==> config.mk <==
export PLATFORM = sky130hd
export DESIGN_NAME = wkld_top
export DESIGN_NICKNAME = d
export VERILOG_FILES = /design/src/rtl/wkld_pkg.sv /design/src/rtl/wkld_sync.sv /design/src/rtl/wkld_top.sv
export SDC_FILE = /design/constraint.sdc
export NUM_CORES = 1
export LEC_CHECK = 0
export BUFFER_PORTS_ARGS = -buffer_cell sky130_fd_sc_hd__buf_2
export CORE_AREA = 2 2 65 67
export CTS_BUF_LIST = sky130_fd_sc_hd__clkbuf_8
export DETAILED_ROUTE_END_ITERATION = 16
export DIE_AREA = 0 0 67 69
export HOLD_SLACK_MARGIN = 0.03
export PLACE_DENSITY_LB_ADDON = 0.05
export REMOVE_ABC_BUFFERS = 1
export SLEW_MARGIN = 10
export SYNTH_ARGS = -nofsm -noshare
export SYNTH_HDL_FRONTEND = slang
export SYNTH_SLANG_ARGS = --single-unit
==> constraint.sdc <==
create_clock -name clk -period 5 [get_ports clk]
set_input_delay 0.5 -clock clk [delete_from_list [all_inputs] [get_ports clk]]
set_output_delay 0.5 -clock clk [all_outputs]
set_load 0.05 [all_outputs]
==> src/rtl/wkld_pkg.sv <==
// Package: register map, field positions and reset values of the wake and port-off block
package wkld_pkg;

    // ----------------------------------------
    // Register offsets (byte addresses)
    // ----------------------------------------
    localparam logic [7:0] WKLD_OFS_WAKEUP_CONTROL = 8'h00;
    localparam logic [7:0] WKLD_OFS_PM_CTRL_STATUS = 8'h04;
    localparam logic [7:0] WKLD_OFS_BLOCK_STATUS   = 8'h08;
    localparam logic [7:0] WKLD_OFS_IRQ_STATUS     = 8'h0c;
    localparam logic [7:0] WKLD_OFS_IRQ_ENABLE     = 8'h10;
    localparam logic [7:0] WKLD_OFS_IRQ_CLEAR      = 8'h14;

    // ----------------------------------------
    // Field positions
    // ----------------------------------------
    localparam int WKLD_BIT_ADV_PM_ENABLE  = 0;
    localparam int WKLD_BIT_WAKE_ENABLE    = 0;
    localparam int WKLD_BIT_WAKE_STATUS    = 1;
    localparam int WKLD_BIT_AUX_PRESENT    = 0;
    localparam int WKLD_BIT_D3COLD_WAKE    = 1;
    localparam int WKLD_BIT_PORT_DISABLED  = 2;
    localparam int WKLD_BIT_LOW_POWER      = 3;
    localparam int WKLD_BIT_FLASH_IN_USE   = 4;
    localparam int WKLD_BIT_WAKE_DRIVEN    = 5;
    localparam int WKLD_IRQ_WIDTH          = 3;
    localparam int WKLD_IRQ_WAKE_EVENT     = 0;
    localparam int WKLD_IRQ_WAKE_ASSERT    = 1;
    localparam int WKLD_IRQ_AUX_CHANGE     = 2;

    // ----------------------------------------
    // Reset values
    // ----------------------------------------
    localparam logic                      WKLD_RST_ENABLE = 1'b0;
    localparam logic [WKLD_IRQ_WIDTH-1:0] WKLD_RST_IRQ    = 3'h0;
    localparam logic [31:0]               WKLD_RDATA_ZERO = 32'h0000_0000;

    // ----------------------------------------
    // AHB-Lite encodings
    // ----------------------------------------
    localparam logic [1:0] WKLD_HTRANS_NONSEQ = 2'h2;
    localparam logic [1:0] WKLD_HTRANS_SEQ    = 2'h3;

endpackage : wkld_pkg

==> src/rtl/wkld_sync.sv <==
// Two-flop synchroniser bank for pin inputs
`timescale 1ns/100ps
`default_nettype none

module wkld_sync #(
    parameter int WIDTH = 1
) (
    // Clock and reset
    input  wire logic             clk,
    input  wire logic             rst_n,
    // Pins and synchronised levels
    input  wire logic [WIDTH-1:0] async_in,
    output logic      [WIDTH-1:0] sync_out
);

    logic [WIDTH-1:0] meta_q;
    logic [WIDTH-1:0] sync_q;

    // ----------------------------------------
    // One two-stage chain per bit
    // ----------------------------------------
    genvar gi;
    generate
        for (gi = 0; gi < WIDTH; gi++)
        begin : g_bit
            always_ff @(posedge clk or negedge rst_n)
            begin
                if (!rst_n)
                begin
                    meta_q[gi] <= 1'b0;
                    sync_q[gi] <= 1'b0;
                end
                else
                begin
                    meta_q[gi] <= async_in[gi];
                    sync_q[gi] <= meta_q[gi];
                end
            end
        end
    endgenerate

    assign sync_out = sync_q;

endmodule : wkld_sync

`default_nettype wire

==> src/rtl/wkld_top.sv <==
// Wake request and port-off logic with AHB-Lite register access
//
// Decided for this implementation: the register addresses and the AHB-Lite register port.
`timescale 1ns/100ps
`default_nettype none

module wkld_top (
    // Clock and power-on reset
    input  wire logic        clk,
    input  wire logic        rst_n,
    // PCI reset pin
    input  wire logic        pci_rst_n,
    // Wake sources and power indication
    input  wire logic        wake_event,
    input  wire logic        aux_power_present,
    input  wire logic        flash_in_use,
    // Shared flash data bit 0 / port-off pin
    input  wire logic        flash_data_bus_0_in,
    output logic             flash_data_bus_0_out,
    output logic             flash_data_bus_0_oe,
    output logic             flash_data_0,
    // Wake request open-drain pin
    output logic             wake_request_n_out,
    output logic             wake_request_n_oe,
    // Port state
    output logic             port_disabled,
    output logic             low_power,
    output logic             d3cold_wake_adv,
    // AHB-Lite slave
    input  wire logic        hsel,
    input  wire logic [7:0]  haddr,
    input  wire logic [1:0]  htrans,
    input  wire logic        hwrite,
    input  wire logic [2:0]  hsize,
    input  wire logic [31:0] hwdata,
    input  wire logic        hready,
    output logic [31:0]      hrdata,
    output logic             hreadyout,
    output logic             hresp,
    // Interrupt
    output logic             irq
);

    localparam int IW = wkld_pkg::WKLD_IRQ_WIDTH;

    // ----------------------------------------
    // Pin synchronisation
    // ----------------------------------------
    logic [3:0] pins_s;
    logic       pci_rst_s;
    logic       aux_s;
    logic       port_pin_s;
    logic       wake_ev_s;

    wkld_sync #(.WIDTH(4)) wkld_sync_inst (
        .clk      (clk),
        .rst_n    (rst_n),
        .async_in ({wake_event, flash_data_bus_0_in, aux_power_present, pci_rst_n}),
        .sync_out (pins_s)
    );

    assign pci_rst_s  = pins_s[0];
    assign aux_s      = pins_s[1];
    assign port_pin_s = pins_s[2];
    assign wake_ev_s  = pins_s[3];

    // ----------------------------------------
    // State
    // ----------------------------------------
    logic          pci_rst_q,  pci_rst_d;
    logic          adv_power_mgmt_enable_q,     adv_power_mgmt_enable_d;
    logic          wen_q,      wen_d;
    logic          wst_q,      wst_d;
    logic          pdis_q,     pdis_d;
    logic          aux_q,      aux_d;
    logic          wev_q,      wev_d;
    logic [IW-1:0] ist_q,      ist_d;
    logic [IW-1:0] ien_q,      ien_d;
    logic          fl0_q,      fl0_d;
    logic          wr_q,       wr_d;
    logic          rd_q,       rd_d;
    logic [7:0]    addr_q,     addr_d;
    logic [31:0]   rdata_q,    rdata_d;

    logic pci_rise;
    logic in_pci_rst;
    logic wake_rise;
    logic wake_drive;
    logic addr_ph;
    logic [IW-1:0] ev;

    assign pci_rise   = pci_rst_s && !pci_rst_q;
    assign in_pci_rst = !pci_rst_s;
    assign wake_rise  = wake_ev_s && !wev_q;
    assign wake_drive = wst_q && (wen_q || adv_power_mgmt_enable_q);
    assign addr_ph    = hsel && hready && (htrans == wkld_pkg::WKLD_HTRANS_NONSEQ ||
                                           htrans == wkld_pkg::WKLD_HTRANS_SEQ);
    assign ev         = {aux_s != aux_q, wake_rise && (wen_q || adv_power_mgmt_enable_q) && !in_pci_rst,
                         wake_rise && !in_pci_rst};

    // ----------------------------------------
    // Next-state logic
    // ----------------------------------------
    always_comb
    begin
        pci_rst_d = pci_rst_s;
        aux_d     = aux_s;
        wev_d     = wake_ev_s;
        adv_power_mgmt_enable_d    = adv_power_mgmt_enable_q;
        wen_d     = wen_q;
        wst_d     = wst_q;
        pdis_d    = pdis_q;
        ien_d     = ien_q;
        fl0_d     = flash_in_use ? port_pin_s : fl0_q;
        wr_d      = addr_ph && hwrite;
        rd_d      = addr_ph && !hwrite;
        addr_d    = addr_ph ? haddr : addr_q;
        rdata_d   = rdata_q;
        ist_d     = ist_q;
        // Bus writes, ignored while PCI reset holds
        if (wr_q && !in_pci_rst)
        begin
            case (addr_q)
                wkld_pkg::WKLD_OFS_WAKEUP_CONTROL: adv_power_mgmt_enable_d = hwdata[wkld_pkg::WKLD_BIT_ADV_PM_ENABLE];
                wkld_pkg::WKLD_OFS_PM_CTRL_STATUS:
                begin
                    wen_d = hwdata[wkld_pkg::WKLD_BIT_WAKE_ENABLE];
                    if (hwdata[wkld_pkg::WKLD_BIT_WAKE_STATUS])
                        wst_d = 1'b0;
                end
                wkld_pkg::WKLD_OFS_IRQ_ENABLE: ien_d = hwdata[IW-1:0];
                wkld_pkg::WKLD_OFS_IRQ_CLEAR:  ist_d = ist_q & ~hwdata[IW-1:0];
                default: ;
            endcase
        end
        // Wake event sets status; set wins over clear
        if (wake_rise)
            wst_d = 1'b1;
        // Reset release: advanced PM enable always cleared; wake enable kept only with aux power
        if (pci_rise)
        begin
            adv_power_mgmt_enable_d = wkld_pkg::WKLD_RST_ENABLE;
            pdis_d = !port_pin_s && !flash_in_use;
            if (!aux_s)
            begin
                wen_d = wkld_pkg::WKLD_RST_ENABLE;
                wst_d = wake_rise;
            end
        end
        ist_d = ist_d | ev;
        // Read data
        rdata_d = wkld_pkg::WKLD_RDATA_ZERO;
        if (rd_q || (addr_ph && !hwrite))
        begin
            case (addr_ph ? haddr : addr_q)
                wkld_pkg::WKLD_OFS_WAKEUP_CONTROL: rdata_d[wkld_pkg::WKLD_BIT_ADV_PM_ENABLE] = adv_power_mgmt_enable_q;
                wkld_pkg::WKLD_OFS_PM_CTRL_STATUS:
                begin
                    rdata_d[wkld_pkg::WKLD_BIT_WAKE_ENABLE] = wen_q;
                    rdata_d[wkld_pkg::WKLD_BIT_WAKE_STATUS] = wst_q;
                end
                wkld_pkg::WKLD_OFS_BLOCK_STATUS:
                begin
                    rdata_d[wkld_pkg::WKLD_BIT_AUX_PRESENT]   = aux_s;
                    rdata_d[wkld_pkg::WKLD_BIT_D3COLD_WAKE]   = aux_s;
                    rdata_d[wkld_pkg::WKLD_BIT_PORT_DISABLED] = pdis_q;
                    rdata_d[wkld_pkg::WKLD_BIT_LOW_POWER]     = pdis_q;
                    rdata_d[wkld_pkg::WKLD_BIT_FLASH_IN_USE]  = flash_in_use;
                    rdata_d[wkld_pkg::WKLD_BIT_WAKE_DRIVEN]   = wake_drive;
                end
                wkld_pkg::WKLD_OFS_IRQ_STATUS: rdata_d[IW-1:0] = ist_q;
                wkld_pkg::WKLD_OFS_IRQ_ENABLE: rdata_d[IW-1:0] = ien_q;
                default: ;
            endcase
        end
    end

    // ----------------------------------------
    // Registers
    // ----------------------------------------
    always_ff @(posedge clk or negedge rst_n)
    begin
        if (!rst_n)
        begin
            pci_rst_q <= 1'b0;
            aux_q     <= 1'b0;
            wev_q     <= 1'b0;
            adv_power_mgmt_enable_q    <= wkld_pkg::WKLD_RST_ENABLE;
            wen_q     <= wkld_pkg::WKLD_RST_ENABLE;
            wst_q     <= 1'b0;
            pdis_q    <= 1'b0;
            ist_q     <= wkld_pkg::WKLD_RST_IRQ;
            ien_q     <= wkld_pkg::WKLD_RST_IRQ;
            fl0_q     <= 1'b0;
            wr_q      <= 1'b0;
            rd_q      <= 1'b0;
            addr_q    <= 8'h00;
            rdata_q   <= wkld_pkg::WKLD_RDATA_ZERO;
        end
        else
        begin
            pci_rst_q <= pci_rst_d;
            aux_q     <= aux_d;
            wev_q     <= wev_d;
            adv_power_mgmt_enable_q    <= adv_power_mgmt_enable_d;
            wen_q     <= wen_d;
            wst_q     <= wst_d;
            pdis_q    <= pdis_d;
            ist_q     <= ist_d;
            ien_q     <= ien_d;
            fl0_q     <= fl0_d;
            wr_q      <= wr_d;
            rd_q      <= rd_d;
            addr_q    <= addr_d;
            rdata_q   <= rdata_d;
        end
    end

    // ----------------------------------------
    // Outputs
    // ----------------------------------------
    assign wake_request_n_out   = 1'b0;
    assign wake_request_n_oe    = wake_drive;
    assign flash_data_bus_0_out = 1'b0;
    assign flash_data_bus_0_oe  = 1'b0;
    assign flash_data_0         = fl0_q;
    assign port_disabled        = pdis_q;
    assign low_power            = pdis_q;
    assign d3cold_wake_adv      = aux_s;
    assign hrdata               = rdata_q;
    assign hreadyout            = 1'b1;
    assign hresp                = 1'b0;
    assign irq                  = |(ist_q & ien_q);

    // ----------------------------------------
    // Checks
    // ----------------------------------------
    chk_wake_pull_low: assert property (@(posedge clk) disable iff (!rst_n)
        (wake_rise && (wen_q || adv_power_mgmt_enable_q) && !pci_rise) |=> wake_request_n_oe)
        else $error("wake request not driven after enabled event");
    chk_wake_release: assert property (@(posedge clk) disable iff (!rst_n)
        (!wst_q || (!wen_q && !adv_power_mgmt_enable_q)) |-> !wake_request_n_oe)
        else $error("wake request driven without status or enable");
    chk_aux_keeps_en: assert property (@(posedge clk) disable iff (!rst_n)
        (pci_rise && aux_s && wen_q && !wr_q) |=> wen_q)
        else $error("wake enable lost over reset with aux power");
    chk_noaux_clr_en: assert property (@(posedge clk) disable iff (!rst_n)
        (pci_rise && !aux_s) |=> !wen_q && !adv_power_mgmt_enable_q)
        else $error("enables not reset without aux power");
    chk_adv_follows: assert property (@(posedge clk) disable iff (!rst_n)
        $changed(aux_s) |-> d3cold_wake_adv == aux_s)
        else $error("D3cold advertisement lags aux power");
    chk_port_sample: assert property (@(posedge clk) disable iff (!rst_n)
        (pci_rise && !port_pin_s && !flash_in_use) |=> port_disabled ##1 low_power)
        else $error("port not disabled after low sample");
    chk_port_hold: assert property (@(posedge clk) disable iff (!rst_n)
        !pci_rise |=> $stable(port_disabled))
        else $error("port state changed outside reset edge");
    chk_write_ignored: assert property (@(posedge clk) disable iff (!rst_n)
        (wr_q && in_pci_rst && !pci_rise) |=> $stable(adv_power_mgmt_enable_q))
        else $error("register written during PCI reset");
    chk_flash_no_drive: assert property (@(posedge clk) disable iff (!rst_n)
        !flash_data_bus_0_oe)
        else $error("shared pin driven");

    cov_wake_drive: cover property (@(posedge clk) disable iff (!rst_n) $rose(wake_request_n_oe));
    cov_port_off:   cover property (@(posedge clk) disable iff (!rst_n) $rose(port_disabled));
    cov_aux_keep:   cover property (@(posedge clk) disable iff (!rst_n) pci_rise && aux_s && wen_q);
    cov_irq:        cover property (@(posedge clk) disable iff (!rst_n) $rose(irq));

endmodule : wkld_top

`default_nettype wire

==> key figures, run 1 <==
Outcome
  • Result of the run: completed

Floorplanning
  • Number of rows in the core area: 23
  • Effective utilization at floorplan: 48.3%
  • Core box area: 3910 µm²
  • Die outline height: 69 µm
  • Chip width: 67 µm
  • Num ports: 98
  • Die ar.: 4620 µm²

CTS
  • Clock tree from TritonCTS: done
  • Bufs on Longest Clock Path: 2
  • Buffer cell driving the clock tree root: clkbuf_8
  • Clock latency on the worst-skew pair: 0.29 ns
  • Number of buffers inserted for hold repair after clock tree synthesis: 0
  • CTS clock-pin slew for the worst setup and hold paths: 0.07 ns
  • Clk sinks: 38
  • H-tree depth reported by CTS: 2
  • Buffers inserted by post-CTS timing repair: 0
  • TritonCTS Buffers: 5
  • Resize count post-CTS: 0

Synthesis
  • Synthesized netlist cell count: 172
  • Leading post-synthesis cells by cell area: dfrtp_1, buf_4, nand2_1
  • Simple logic cell fraction of the synthesized area: 16.9%
  • Post-Syn Area: 1890 µm²
  • Synthesis-stage register bit count: 38
  • Most frequent cell after synthesis: dfrtp_1
  • Portion of netlist area occupied by mux cells: 8.07%
  • Area share of the leading cell type in the synthesized netlist: 50.3%
  • Fraction of the yosys area taken by sequential cells: 50.3%
  • Largest family of logic cells by synthesized area: simple AND/OR/NAND/NOR gates
  • Post-synthesis compound-gate area fraction: 8.99%
  • Adder-cell area share of the yosys netlist: 0%
  • Post-synthesis share of cell area spent on xor and xnor gates: 0.926%
  • Cell type contributing the most total cell area after synthesis: dfrtp_1
  • Distinct cell type count after synthesis: 46
  • Number of enable-type register cells in the synthesized netlist: 0
  • Warning count from the yosys run: 0
  • Most common flop cell mapped by yosys: dfrtp_1
  • Top cell types by occurrence after synthesis: dfrtp_1, buf_4, nand2_1
  • Share of flip-flops with an asynchronous set or reset: 100%
  • Synth Area per Inst: 11.0 µm²

Final layout
  • Number of nets in the final layout: 262
  • Signed area change from the synthesized netlist to the final layout: 9.66%
  • Fill cells: 363
  • Final Instance Area: 2070 µm²
  • Final instance count without filler cells: 258
  • Area of combinational cells with multiple inputs: 776 µm²
  • Share of post-route cells with drive strength above 1: 26.0%
  • Diode insertion count for antenna repair: 0
  • Reg area: 951 µm²

Placed design
  • Total half-perimeter wirelength after legalization and detailed placement: 2.67 mm
  • Placed Instance Area: 1970 µm²
  • Weighted congestion reported at the end of routability-driven placement: 0.903
  • Cell total after placement: 250
  • Port Buf Inserts: 33

Global route
  • Maximum number of pins on one net before global-route repair: 39
  • Initial antenna violation count: 0
  • Via count of the first global-routing pass: 1228
  • Total routing resource utilization after global routing: 17.1%
  • First-pass GRT wire length: 5.89 mm
  • Congestion Overflow GR: 0

Worst setup path
  • Data arrival, critical path: 2.15 ns
  • Type of the setup path with the least slack: flip-flop to flip-flop
  • Type of element launching the critical path: flip-flop
  • Critical path capture point type: flip-flop
  • Critical path required time: 5.20 ns
  • Crit Path Max Fanout: 7
  • Count of cells along the worst register-to-register path: 5

Timing
  • Final Critical Period: 1.96 ns
  • Worst rel slew slack: 45.9%
  • Final sum of negative setup slack: 0 ns
  • Post-route fraction of the period consumed by the critical path: 39.2%
  • Fin. Hold Viols: 0
  • Achievable clock frequency: 0.511 GHz
  • Setup repair after global routing missed its margin: false
  • Final Slew Violations: 0
  • Slew @ Worst Pin: 0.812 ns
  • # setup viols final: 0
  • Smallest hold slack: 0.300 ns
  • Clock tree skew after final layout: 0.00433 ns

Drt
  • Violation count after the first detailed-routing iteration: 48
  • Final WL: 3.51 mm
  • Routed len/inst: 13.6 µm
  • DRC violation count after routing: 0
  • Total vias in the final route: 1259
  • Antenna Violating Nets Remaining: 0
  • Post-detailed-route via-to-cell ratio: 4.88
  • 1st-pass router iterations: 4

Power
  • IR Drop Worst-Case VDD: 0.232 mV
  • Total Power: 750 µW
  • Static Leakage: 0.00100 µW
  • Pwr Density: 361 nW/µm²

Min path
  • Worst min path class: primary input to async pin

Job
  • Max-capacitance violation count: 0
-- worst paths after layout --
path                                                from                    endpoint  slack [ns]
worst max-delay path                           addr_q[4]                   hrdata[0]        3.04
worst min-delay path                               rst_n                   addr_q[4]        0.30
worst max register to register                 addr_q[4]                   hrdata[0]        3.04
worst min register to register  wkld_sync_inst.meta_q[1]  wkld_sync_inst.sync_out[1]        0.35
max in group asynchronous                          rst_n  wkld_sync_inst.sync_out[1]        4.19
min in group clk                              wake_event    wkld_sync_inst.meta_q[3]        0.31
-- metal layers --
metal  GRT usage [%]  wire (µm)
met5               0          0
met4            8.39         95
met3            4.57        237
met1            22.5       1480
met2            25.9       1700
-- where the power goes --
group	internal [µW]	switching, µW
Sequential	328	20.2
Combinational	39.7	113
Clock	147	102
Total	514	235
-- layout by cell type, fill, tap and decap left out, drive strengths merged, types with 2 or more instances in the layout --
| master | instances |
|---|---|
| nand2b | 2 |
| nor3b | 2 |
| mux2 | 10 |
| clkinv | 2 |
| nor2b | 2 |
| nor4bb | 2 |
| nor4 | 2 |
| nor2 | 9 |
| nand2 | 22 |
| a2111oi | 2 |
| or2 | 2 |
| o21ai | 3 |
| clkbuf | 5 |
| and2 | 4 |
| inv | 3 |
| mux2i | 4 |
| xor2 | 2 |
| nand3 | 3 |
| a21oi | 5 |
| nand4 | 2 |
| buf | 33 |
| dfrtp | 38 |
| conb | 31 |
-- logic make-up (layout without fill, tap and decap cells) --
| family | count (synthesis) | after routing |
|---|---|---|
| flops | 38 | 38 |
| buf+inv | 37 | 44 |
| other cells | 2 | 31 |
| simple gates | 57 | 57 |
| mux | 14 | 14 |
| compound gates | 22 | 22 |
| xor+xnor | 2 | 2 |
-- flip-flops by register name, summed over array words and instances, names as in the netlist, 3 cells and up --
| signal | cells |
|---|---|
| addr_q | 8 |
| hrdata | 6 |
| wkld_sync_inst.meta_q | 4 |
| wkld_sync_inst.sync_out | 4 |
| ien_q | 3 |
| ist_q | 3 |
-- worst max-delay path: stages (launching register included) --
cell and delay, ns:
dfrtp_1 0.46, nand2b_1 0.25, or4b_4 0.52, a311oi_2 0.29, a2111oi_0 0.11, a211oi_1 0.23
-- final cells by class --
| class | instances | share of cell area [%] |
|---|---|---|
| timing repair buffer | 33 | 7.96 |
| clock buffer | 5 | 3.32 |
| clock inverter | 3 | 1.93 |
| tap | 50 | 3.02 |
| sequential | 38 | 45.8 |
| inverter | 3 | 0.543 |
| multi-input combinational | 126 | 37.4 |
-- through the flow --
stage          setup WS, ns  util (%)
2_1_floorplan          3.10         -
3_3_place_gp           2.76      50.2
3_5_place_dp           2.80      50.2
4_1_cts                3.03      53.0
5_1_grt                2.89      53.0
6_report               3.04      53.0
Power figures use the tool's default switching activity.
==> run 2: changes to the inputs <==
ABC_AREA = 1   (was default)
CORE_AREA = 2 2 69 71   (was 2 2 65 67)
DIE_AREA = 0 0 71 73   (was 0 0 67 69)
clock period = 2 ns   (was 5 ns; I/O delays follow)
==> key figures, run 2 <==
Floorplanning
  • Effective utilization at floorplan: 45.0% (-3.3 points)
  • Core box area: 4540 µm² (+16%)
  • Chip width: 71 µm (+6.0%)
  • Number of rows in the core area: 25 (+8.7%)
  • Num ports: 98 (unchanged)
  • Die ar.: 5180 µm² (+12%)
  • Die outline height: 73 µm (+5.8%)

CTS
  • TritonCTS Buffers: 5 (unchanged)
  • Resize count post-CTS: 0 (unchanged)
  • Clock tree from TritonCTS: done
  • Bufs on Longest Clock Path: 2 (unchanged)
  • Clk sinks: 38 (unchanged)
  • Buffer cell driving the clock tree root: clkbuf_8
  • H-tree depth reported by CTS: 2 (unchanged)
  • Clock latency on the worst-skew pair: 0.29 ns (about the same)
  • CTS clock-pin slew for the worst setup and hold paths: 0.07 ns (about the same)

Drt
  • Final WL: 3.69 mm (+5.1%)
  • Antenna Violating Nets Remaining: 0 (unchanged)
  • DRC violation count after routing: 0 (unchanged)
  • 1st-pass router iterations: 4 (unchanged)
  • Violation count after the first detailed-routing iteration: 74 (+54%)
  • Post-detailed-route via-to-cell ratio: 4.42 (-9.4%)
  • Routed len/inst: 11.0 µm (-19%)
  • Total vias in the final route: 1477 (+17%)

Final layout
  • Most common cell after layout, fill and taps aside: nand2_1
  • Diode insertion count for antenna repair: 0 (unchanged)
  • Number of nets in the final layout: 334 (+27%)
  • Fill cells: 463 (+28%)
  • Share of post-route cells with drive strength above 1: 19.3% (-6.7 points)
  • Largest register by flop count: addr_q
  • Most used cells in the layout excluding fill and tap cells: nand2_1, dfrtp_1, inv_1, buf_2, conb_1
  • Signed area change from the synthesized netlist to the final layout: 9.37%
  • Largest register FFs: 8 (unchanged)

Outcome
  • Result of the run: completed

Synthesis
  • Number of enable-type register cells in the synthesized netlist: 0 (unchanged)
  • Synth Area per Inst: 8.40 µm² (-24%)
  • Warning count from the yosys run: 0 (unchanged)
  • Area share of the leading cell type in the synthesized netlist: 46.6% (-3.7 points)
  • Distinct cell type count after synthesis: 25 (-46%)
  • Cell type contributing the most total cell area after synthesis: dfrtp_1
  • Fraction of the yosys area taken by sequential cells: 46.6% (-3.7 points)
  • Most frequent cell after synthesis: nand2_1
  • Share of flip-flops with an asynchronous set or reset: 100% (unchanged)
  • Post-Syn Area: 2040 µm² (+7.9%)
  • Top cell types by occurrence after synthesis: nand2_1, dfrtp_1, buf_4, inv_1, nor2_1
  • Most common flop cell mapped by yosys: dfrtp_1
  • Leading post-synthesis cells by cell area: dfrtp_1, buf_4, nand2_1
  • Synthesis-stage register bit count: 38 (unchanged)
  • Synthesized netlist cell count: 243 (+41%)

Global route
  • Total routing resource utilization after global routing: 15.9% (-1.2 points)
  • Via count of the first global-routing pass: 1356 (+10%)
  • Met3 track utilization from global routing: 4.14% (-0.42 points)
  • Global routing's busiest layer: met2
  • Met2 track utilization from global routing: 24.8% (-1.0 points)
  • First-pass GRT wire length: 6.24 mm (+6.1%)
  • Maximum number of pins on one net before global-route repair: 39 (unchanged)
  • Routing usage on met1: 21.3% (-1.3 points)
  • Congestion Overflow GR: 0 (unchanged)
  • Initial antenna violation count: 0 (unchanged)

Worst setup path
  • Type of element launching the critical path: flip-flop
  • Buffers plus inverters on the worst setup path: 2 (+2)
  • Family with the most delay on the worst path: simple AND/OR/NAND/NOR gates
  • Worst path slowest cell: dfrtp_1
  • Critical path capture point type: flip-flop
  • Type of the setup path with the least slack: flip-flop to flip-flop
  • Data arrival, critical path: 1.69 ns (-0.46 ns)
  • Critical Path Max Stage Delay: 0.36 ns (-0.16 ns)
  • Series of cell instances along the critical path: inv_1 > nand2_1 > nand2_1 > nand2_1 > nor2_4 > nand2_1 > nand2_1 > inv_1 > nand2_1 > nand2_1 > nor2_1
  • Most used cell, CP: nand2_1
  • Crit Path Max Fanout: 13 (+6)
  • Critical path required time: 2.22 ns (-2.98 ns)

Timing
  • Achievable clock frequency: 0.683 GHz (+34%)
  • Final sum of negative setup slack: 0 ns (unchanged)
  • Setup repair after global routing missed its margin: false
  • Final Slew Violations: 0 (unchanged)
  • Final Critical Period: 1.46 ns (-0.493 ns)
  • Slew @ Worst Pin: 0.843 ns (+0.0308 ns)
  • Post-route fraction of the period consumed by the critical path: 73.2% (+34 points)
  • Clock tree skew after final layout: 0.00269 ns (-0.00164 ns)
  • Worst rel slew slack: 43.8% (-2.1 points)
  • Fin. Hold Viols: 0 (unchanged)
  • # setup viols final: 0 (unchanged)

Power
  • Static Leakage: 0.00121 µW (+20%)
  • Combinational cell fraction of total power: 19.8% (-0.5 points)
  • Clock power frac: 34.6% (+1.4 points)
  • Total Power: 1840 µW (+150%)
  • Seq pwr share: 45.6% (-0.9 points)
  • Switching share of total power: 31.9% (+0.47 points)
  • Pwr Density: 823 nW/µm² (+130%)
  • Power dissipated by switching net loads: 586 µW (+150%)
  • IR Drop Worst-Case VDD: 0.571 mV (+150%)
  • P_int: 1250 µW (+140%)

Placed design
  • Total half-perimeter wirelength after legalization and detailed placement: 2.74 mm (+2.6%)
  • Port Buf Inserts: 33 (unchanged)
  • Weighted congestion reported at the end of routability-driven placement: 0.808 (-10%)

Job
  • Max-capacitance violation count: 0 (unchanged)

Min path
  • Worst min path class: primary input to async pin
[run 2: stage by stage]
step	worst slack, ns	cells	hold WS, ns	cell area [µm²]	utilization [%]
6_report	0.535	334	0.0104	2230	49.2
5_1_grt	0.257	334	0.0867	2230	49.2
4_1_cts	0.509	334	0.0433	2230	49.2
3_5_place_dp	0.337	322	0.309	2080	45.9
3_3_place_gp	0.341	322	0.308	2080	45.9
2_1_floorplan	0.608	235	-0.0956	1850	-
[run 2: repair_timing]
item / in CTS / in global routing
hold endpoints to repair: 4 / 0
setup buffers: 0 / 0
setup endpoints to repair: 0 / 0
hold buffers: 4 / 0
[run 2: kinds of logic (layout without fill, tap and decap cells)]
kind of cell              Yosys count  after routing  share of synthesized area [%]
xor gates and xnor gates            1              1                          0.429
DFF                                38             38                           46.6
buffers and inverters              69             77                           20.6
other                               2             31                          0.368
and+or+nand+nor                   115            115                           26.8
AOI/OAI and AO/OA                  18             18                           5.27
[run 2: cell type report]
cell class	instances	area, µm²	area share (%)
inverters	32	120	5.38
well taps	54	67.6	3.03
repair buffers	37	205	9.19
clock buffers	5	68.8	3.08
flip-flops and latches	38	951	42.6
multi-input cells	165	779	34.9
clock inverters	3	41.3	1.85
[run 2: power by group through the flow]
stage	Clock, µW	Combinational (µW)	Sequential, µW
after floorplan	0	256	873
after global placement	0	360	853
final	636	364	839
after global routing	688	404	846
after CTS	661	368	839
after detailed placement	0	361	854
[run 2: per-layer routing]
metal	up-vias	wire, µm	part of all wire (%)
li1	773	-	-
met1	659	1800	49
met2	39	1650	45
met3	6	172	4.7
met4	0	63	1.7
met5	-	0	0
[run 2: worst paths after layout]
check,from,to,slack (ns),cells after the start
max in group asynchronous,rst_n,ien_q[1],1.46,1
worst min register to register,wkld_sync_inst.meta_q[0],wkld_sync_inst.sync_out[0],0.35,0
worst max-delay path,addr_q[7],hrdata[2],0.54,11
worst max register to register,addr_q[7],hrdata[2],0.54,11
worst min-delay path,rst_n,addr_q[1],0.01,1
min in group clk,hwrite,rd_q,0.09,2
